## src/rtl/trng_defs.vh

```
`ifndef TRNG_DEFS_VH
`define TRNG_DEFS_VH
// Word width delivered to the consumer
`define TRG_WORD_W      32
// Total-failure test: longest run of identical raw bits tolerated
`define TRG_RUN_LIMIT   16'h0040
// Online test window length in raw bits and tolerated ones count band
`define TRG_WIN_LEN     16'h0400
`define TRG_ONES_LO     16'h01a0
`define TRG_ONES_HI     16'h0260
// Number of passing windows forming the power-up test
`define TRG_PWRUP_WINS  4'h2
// Controller states
`define TRG_ST_IDLE     2'h0
`define TRG_ST_PWRUP    2'h1
`define TRG_ST_RUN      2'h2
`define TRG_ST_HALT     2'h3
`endif

```

## src/rtl/trg_gate.v

```verilog
`timescale 1ns/1ps
`include "trng_defs.vh"
// What this block does
// Total-failure check runs from start, flags immediately
// After total failure, no output words
// Suppress words using bits after failure
// Online test at start-up and during operation
// No output before power-up test passes
// Online test scans every raw bit continuously
// Output words are 32 bits wide
// Sticky status for total failure and defect
module trg_gate #(
	parameter WORD_W    = `TRG_WORD_W,
	parameter RUN_LIMIT = `TRG_RUN_LIMIT,
	parameter WIN_LEN   = `TRG_WIN_LEN,
	parameter ONES_LO   = `TRG_ONES_LO,
	parameter ONES_HI   = `TRG_ONES_HI
) (
	// Clock and reset
	input  wire              CLK,
	input  wire              RESETN,
	// Control
	input  wire              START,
	input  wire              CLEAR_STATUS,
	// Raw entropy source
	input  wire              RAW_BIT,
	input  wire              RAW_VALID,
	// Consumer
	output reg  [WORD_W-1:0] RND_DATA,
	output reg               RND_VALID,
	input  wire              RND_READY,
	// Status
	output wire              READY_STAT,
	output wire              TOTAL_FAIL,
	output wire              DEFECT
);

	reg  [1:0]        state_r;
	reg  [1:0]        state_nxt;
	reg  [WORD_W-1:0] shift_r;
	reg  [5:0]        fill_r;
	wire              active;
	wire              take;
	wire              restart;
	wire              tf_hit;
	wire              win_end;
	wire              win_bad;
	wire [3:0]        passes;
	wire              fault;
	wire              word_done;

	assign active    = (state_r == `TRG_ST_PWRUP) || (state_r == `TRG_ST_RUN);
	assign take      = active && RAW_VALID;
	// Idle and halt clear the run count and all window state; the run test keeps its last raw bit across a restart
	assign restart   = !active;
	assign fault     = tf_hit || win_bad;
	assign word_done = take && (fill_r == WORD_W - 1);

	// Total-failure test: flags the failing bit itself, so the word
	// holding it is never released
	trg_run_chk #(
		.LIMIT   (RUN_LIMIT)
	) trg_run_chk_inst (
		.clk     (CLK),
		.resetn  (RESETN),
		.restart (restart),
		.take    (take),
		.bit_in  (RAW_BIT),
		.hit     (tf_hit)
	);

	// Online test over back-to-back windows of raw bits
	trg_win_chk #(
		.WIN_LEN (WIN_LEN),
		.ONES_LO (ONES_LO),
		.ONES_HI (ONES_HI)
	) trg_win_chk_inst (
		.clk     (CLK),
		.resetn  (RESETN),
		.restart (restart),
		.take    (take),
		.bit_in  (RAW_BIT),
		.win_end (win_end),
		.win_bad (win_bad),
		.passes  (passes)
	);

	// Status flags that tell software why output stopped
	trg_sticky trg_sticky_tf_inst (
		.clk     (CLK),
		.resetn  (RESETN),
		.set     (tf_hit),
		.clear   (CLEAR_STATUS),
		.flag    (TOTAL_FAIL)
	);
	trg_sticky trg_sticky_def_inst (
		.clk     (CLK),
		.resetn  (RESETN),
		.set     (win_bad),
		.clear   (CLEAR_STATUS),
		.flag    (DEFECT)
	);

	assign READY_STAT = (state_r == `TRG_ST_RUN);

	always @* begin
		state_nxt = state_r;
		case (state_r)
			`TRG_ST_IDLE: begin
				if (START)
					state_nxt = `TRG_ST_PWRUP;
			end
			`TRG_ST_PWRUP: begin
				if (fault)
					state_nxt = `TRG_ST_HALT;
				else if (win_end && (passes == `TRG_PWRUP_WINS - 4'h1))
					state_nxt = `TRG_ST_RUN;
			end
			`TRG_ST_RUN: begin
				if (fault)
					state_nxt = `TRG_ST_HALT;
			end
			`TRG_ST_HALT: begin
				// Only a fresh start re-runs the power-up test
				if (START)
					state_nxt = `TRG_ST_PWRUP;
			end
			default: state_nxt = `TRG_ST_IDLE;
		endcase
	end

	always @(posedge CLK) begin
		if (!RESETN) begin
			state_r   <= `TRG_ST_IDLE;
			shift_r   <= {WORD_W{1'b0}};
			fill_r    <= 6'h00;
			RND_DATA  <= {WORD_W{1'b0}};
			RND_VALID <= 1'b0;
		end else begin
			state_r <= state_nxt;
			// A partial word is dropped on halt; packing restarts with the test
			if (restart)
				fill_r <= 6'h00;
			else if (take) begin
				shift_r <= {shift_r[WORD_W-2:0], RAW_BIT};
				fill_r  <= word_done ? 6'h00 : fill_r + 6'h01;
			end
			// A word whose bits all passed is offered only while running
			if (fault || state_r != `TRG_ST_RUN)
				RND_VALID <= 1'b0;
			else if (word_done && !(RND_VALID && !RND_READY)) begin
				// A stalled consumer loses the newer word, never the held one
				RND_DATA  <= {shift_r[WORD_W-2:0], RAW_BIT};
				RND_VALID <= 1'b1;
			end else if (RND_READY)
				RND_VALID <= 1'b0;
		end
	end

endmodule // trg_gate

// Counts repeats of the same raw bit; a run longer than LIMIT is taken as
// a total failure of the source
module trg_run_chk #(
	parameter LIMIT = `TRG_RUN_LIMIT
) (
	// Clock and reset
	input  wire clk,
	input  wire resetn,
	// Raw bit stream
	input  wire restart,
	input  wire take,
	input  wire bit_in,
	// Result
	output wire hit
);

	reg  [15:0] run_r;
	reg         last_bit_r;
	wire        same_bit;

	assign same_bit = (bit_in == last_bit_r);
	assign hit      = take && same_bit && (run_r >= LIMIT - 16'h0001);

	always @(posedge clk) begin
		if (!resetn) begin
			last_bit_r <= 1'b0;
			run_r      <= 16'h0000;
		end else if (restart)
			run_r <= 16'h0000;
		else if (take) begin
			last_bit_r <= bit_in;
			run_r      <= same_bit ? run_r + 16'h0001 : 16'h0000;
		end
	end

endmodule // trg_run_chk

// Counts ones over back-to-back windows of WIN_LEN raw bits; a count
// outside the band is a defect, and each window that ends bumps a
// saturating pass count
module trg_win_chk #(
	parameter WIN_LEN = `TRG_WIN_LEN,
	parameter ONES_LO = `TRG_ONES_LO,
	parameter ONES_HI = `TRG_ONES_HI
) (
	// Clock and reset
	input  wire       clk,
	input  wire       resetn,
	// Raw bit stream
	input  wire       restart,
	input  wire       take,
	input  wire       bit_in,
	// Results
	output wire       win_end,
	output wire       win_bad,
	output wire [3:0] passes
);

	reg  [15:0] win_cnt_r;
	reg  [15:0] ones_r;
	reg  [3:0]  pass_r;
	wire [15:0] ones_fin;

	assign ones_fin = ones_r + {15'h0000, bit_in};
	assign win_end  = take && (win_cnt_r == WIN_LEN - 16'h0001);
	assign win_bad  = win_end && ((ones_fin < ONES_LO) || (ones_fin > ONES_HI));
	assign passes   = pass_r;

	always @(posedge clk) begin
		if (!resetn || restart) begin
			win_cnt_r <= 16'h0000;
			ones_r    <= 16'h0000;
			pass_r    <= 4'h0;
		end else if (take) begin
			// No gap between windows, so no raw bit escapes the test
			if (win_end) begin
				win_cnt_r <= 16'h0000;
				ones_r    <= 16'h0000;
				if (pass_r != 4'hf)
					pass_r <= pass_r + 4'h1;
			end else begin
				win_cnt_r <= win_cnt_r + 16'h0001;
				ones_r    <= ones_fin;
			end
		end
	end

endmodule // trg_win_chk

// Sticky status flag; a set in the cycle of a clear wins, so no event is lost
module trg_sticky (
	// Clock and reset
	input  wire clk,
	input  wire resetn,
	// Control
	input  wire set,
	input  wire clear,
	// Flag
	output reg  flag
);

	always @(posedge clk) begin
		if (!resetn)
			flag <= 1'b0;
		else if (set)
			flag <= 1'b1;
		else if (clear)
			flag <= 1'b0;
	end

endmodule // trg_sticky

```

## config.mk

```make
export PLATFORM = sky130hd
export DESIGN_NAME = trg_gate
export DESIGN_NICKNAME = d
export VERILOG_FILES = /design/src/rtl/trg_gate.v
export VERILOG_INCLUDE_DIRS = /design/src /design/src/rtl
export SDC_FILE = /design/constraint.sdc
export NUM_CORES = 1
export LEC_CHECK = 0
export ABC_AREA = 1
export BUFFER_PORTS_ARGS = -buffer_cell sky130_fd_sc_hd__buf_4
export CELL_PAD_IN_SITES_DETAIL_PLACEMENT = 0
export CELL_PAD_IN_SITES_GLOBAL_PLACEMENT = 1
export CORE_ASPECT_RATIO = 1.4
export CORE_UTILIZATION = 30
export CTS_CLUSTER_SIZE = 25
export DETAILED_ROUTE_END_ITERATION = 10
export GPL_TIMING_DRIVEN = 0
export PLACE_DENSITY_LB_ADDON = 0.1
export SKIP_CTS_REPAIR_TIMING = 1
export SYNTH_ARGS = -nofsm -noshare
export SYNTH_HDL_FRONTEND = slang
export SYNTH_SLANG_ARGS = --single-unit
```

## constraint.sdc

```tcl
create_clock -name CLK -period 7.39 [get_ports CLK]
set_clock_uncertainty 0.15 [all_clocks]
set_input_delay 0.3695 -clock CLK [delete_from_list [all_inputs] [get_ports CLK]]
set_output_delay 0.3695 -clock CLK [all_outputs]
set_load 0.02 [all_outputs]
```

==> metrics list <==
- Clock tree synthesis inserted a total of 17 buffers.
* TritonCTS clock tree: built
- Of the total power, registers draw 40.1%.
- Headroom to the max-slew limit came out at 43.4%.
- For this run, the number of Yosys warnings is 0.
* Area of the die: 0.0199 mm2
- In this run the power spent charging and discharging nets is 664 uW.
- Post-synthesis sequential area ratio: 43.5%
* Global placement routability congestion: 0.805
* Largest net degree at the start of global routing: 17
- Of the available clock period, the critical path in the final layout requires 42.1%.
- Clock-pin slew was measured on the worst setup and hold paths at 60 ps.
- Floorplan core area: 0.0188 mm2
- Hold violation total from the final report: 0
- I/O pin count: 43
* Leading cell types in the layout, fill and taps excluded: 211 x sky130_fd_sc_hd__nand2_1, 185 x sky130_fd_sc_hd__nor2_1, 126 x sky130_fd_sc_hd__dfxtp_1, 94 x sky130_fd_sc_hd__inv_1, 50 x sky130_fd_sc_hd__o21ai_0
* Via count of the first global-routing pass: 5,190
- Post-detailed-route DRC marker count: 0
- Critical path's largest stage delay: 760 ps
- Largest voltage drop on the vdd net: 0.134 mV
* Initial standard-cell utilization of the core: 30.9%
* Clk root buf: sky130_fd_sc_hd__clkbuf_16
- The first TritonRoute pass finished after 4 iterations.
* Mapped cell area: 0.00579 mm2
* Power per Cell Area: 289 mW/mm2
- The signal on the critical path passes through inv_1 > ha_1 > nor2_4 > inv_2 > clkbuf_1 > nor2_1 > buf_2 > nand3_1 > a21oi_1.
- For the worst setup path, the data arrival time is 3300 ps.
- Combinational cells account for 17.9% of the total power.
- Type of element capturing the critical path: register
- The worst hold path begins at RND_READY.
- Clock Path Buffers: 2
- Synth Area per Inst: 6.77 um2
- CP startpoint: state_r[0]
- The detailed router placed 5,316 vias in this run.
- From left edge to right edge, the die measures 119 um.
- Synthesis produced 856 cells.
* Kind of critical path: reg2reg
- RSZ-0062 raised after global routing: false
- The share of total power dissipated in the clock network is 42.0%.
- The floorplan has 59 rows.
* Initial antenna violation count: 0
- The area growth from synthesis to layout is 21.0%.
* Most common cell after layout, fill and taps aside: sky130_fd_sc_hd__nand2_1
- Synthesized net count: 873
- After detailed routing, the number of vias per cell comes to 4.53.
- Counting both buffers and inverters, the worst setup path holds a total of 4.
* Final-layout setup total negative slack: 0 ps
- The path class of the tightest hold or removal check is in2reg.
* Hold path depth: 4
* FF-to-FF path depth: 9
- First-pass GRT wire length: 24,900 um
- Clock latency on the worst-skew pair: 420 ps
- Maximum fanout along the worst path: 10
- Summed over all cells, the static leakage comes to 2.99 nW.
- Cells with a size suffix above 1 make up 11.3% of the layout.
* Final wirelength: 14,900 um
- The HPWL after detailed placement is 10,700 um.
* Number of violations reported at the end of detailed-routing iteration 0: 266
- Count of max-cap constraint violations: 0
* Sinks on the clock net: 126
* Transition time at the pin with the least slew margin: 846 ps
- Synthesis inferred 126 register bits.
* H-tree Lvls: 4
- Total of buffers placed on input and output ports: 42
- Clock period minus final worst setup slack: 3110 ps
* Final instance area: 0.00701 mm2
- Placement-stage cell area: 0.00641 mm2
- Number of enable-type register cells in the synthesized netlist: 0
- Setup violations remaining at the end of the flow were counted as 0.
- Post-synthesis async set-or-reset flop share: 0%
- Final Max Slew Viols: 0
* Routed length per instance: 12.7 um
- After filler insertion, the fill cell instance count of the layout stands at 2,037.
* Peak clock frequency supported by timing: 321 MHz
* Result of the run: completed
- Area of the multi-input gates: 0.00276 mm2
- Overall die height: 166 um
- Worst path depth: 9
- Required time at the worst-slack endpoint: 7580 ps
* Sequential cell area: 0.00252 mm2
* CP top delay family: simple AND/OR/NAND/NOR gates
- Cell variety after synth: 40
* Predominant post-synthesis flop cell: sky130_fd_sc_hd__dfxtp_1
- In this run switching power makes up 32.7% of total power.
* Total Routing Usage GR: 15.7%
- Startpoint of the worst register-to-register path: state_r[0]
- The net count of the finished layout is 934.
- 0 antenna diodes ended up in the layout.
- Kind of start point of the critical path: register
- For this design, the slowest cell found on the critical path is sky130_fd_sc_hd__nor2_1.
* Remaining antenna violation count: 0
- GR Overflow Total: 0
- Power Internal: 1.37 mW
==> routing by layer <==
layer	track usage, %	part of all wire, %	up-vias
met5	0	0	-
met4	5.82	1.3	0
met3	3.22	2.9	14
met2	28.6	52	69
met1	17.9	44	2412
li1	-	-	2821
==> cell usage after synthesis (2+ instances only) <==
cell	instances	area (um2)
sky130_fd_sc_hd__nand2_1	211	792
sky130_fd_sc_hd__nor2_1	185	694
sky130_fd_sc_hd__dfxtp_1	126	2520
sky130_fd_sc_hd__inv_1	94	353
sky130_fd_sc_hd__o21ai_0	50	250
sky130_fd_sc_hd__a21oi_1	45	225
sky130_fd_sc_hd__nand3_1	36	180
sky130_fd_sc_hd__clkbuf_1	19	71.3
sky130_fd_sc_hd__nand4_1	13	81.3
sky130_fd_sc_hd__ha_1	10	125
sky130_fd_sc_hd__buf_2	8	40.0
sky130_fd_sc_hd__nor3_1	7	35.0
sky130_fd_sc_hd__a211oi_1	3	22.5
sky130_fd_sc_hd__buf_6	3	33.8
sky130_fd_sc_hd__inv_2	3	11.3
sky130_fd_sc_hd__nand2_2	3	18.8
sky130_fd_sc_hd__nand3b_1	3	22.5
sky130_fd_sc_hd__nor2_4	3	33.8
sky130_fd_sc_hd__nor3_2	3	30.0
sky130_fd_sc_hd__nor4_1	3	18.8
sky130_fd_sc_hd__xor2_1	3	26.3
sky130_fd_sc_hd__a221oi_1	2	17.5
sky130_fd_sc_hd__a31oi_1	2	12.5
sky130_fd_sc_hd__nor2_2	2	12.5
sky130_fd_sc_hd__nor3b_1	2	15.0
sky130_fd_sc_hd__o21bai_1	2	15.0
sky130_fd_sc_hd__xnor2_1	2	17.5
==> power by group through the flow <==
stage | clock (mW) | sequential [mW] | combinational [mW]
finish | 0.852 | 0.813 | 0.363
CTS | 0.876 | 0.814 | 0.374
global placement | 0 | 0.827 | 0.369
detailed placement | 0 | 0.828 | 0.373
floorplan | 0 | 0.811 | 0.248
global route | 0.904 | 0.825 | 0.418
==> kinds of logic (layout without fill, tap and decap cells) <==
group | count (synthesis) | in the layout | synth area share, %
buffers and inverters | 129 | 203 | 8.92
AND/OR/NAND/NOR | 476 | 476 | 34.4
adder cells (fa/ha/maj) | 10 | 10 | 2.16
AO/OA/AOI/OAI | 110 | 110 | 10.2
flip-flops | 126 | 126 | 43.5
XOR/XNOR | 5 | 5 | 0.756
==> sequential cells by signal, indices dropped and copies added, names as in the netlist <==
| register | cells |
|---|---|
| RND_DATA | 32 |
| shift_r | 31 |
| trg_run_chk_inst.run_r | 16 |
| trg_win_chk_inst.ones_r | 16 |
| trg_win_chk_inst.win_cnt_r | 16 |
| fill_r | 6 |
| trg_win_chk_inst.passes | 4 |
| state_r | 2 |
| RND_VALID | 1 |
| trg_sticky_def_inst.flag | 1 |
| trg_sticky_tf_inst.flag | 1 |
==> area by class of cell <==
cell class | count | area share, %
multi-input combinational | 601 | 39.3
buffer | 31 | 2.12
clock buffer | 18 | 6.26
tap | 244 | 4.35
inverter | 98 | 5.25
timing repair buffer | 42 | 4.50
clock inverter | 14 | 2.25
sequential | 126 | 36.0
==> tightest hold or removal path: cells and delay by family <==
kind	cells	cell delay, ps
AO/OA/AOI/OAI	1	50
AND/OR/NAND/NOR	1	40
buffers and inverters	2	120
==> final timing paths <==
| check | endpoint | slack (ps) |
|---|---|---|
| worst max register to register | trg_win_chk_inst.ones_r[11] | 4280 |
| worst min register to register | trg_win_chk_inst.ones_r[0] | 320 |
| worst min-delay path | RND_VALID | 70 |
| worst max-delay path | trg_win_chk_inst.ones_r[11] | 4280 |
==> through the flow <==
step	setup slack, ps	hold slack [ps]	instances	utilization [%]	total power [mW]
2_1_floorplan	5040	295	856	-	1.06
3_3_place_gp	4290	306	1142	34.2	1.20
3_5_place_dp	4250	307	1142	34.2	1.20
4_1_cts	4240	52.9	1174	37.4	2.06
5_1_grt	4060	76.1	1174	37.4	2.15
6_report	4280	66.6	1174	37.4	2.03
(Power assumes the default switching activity.)
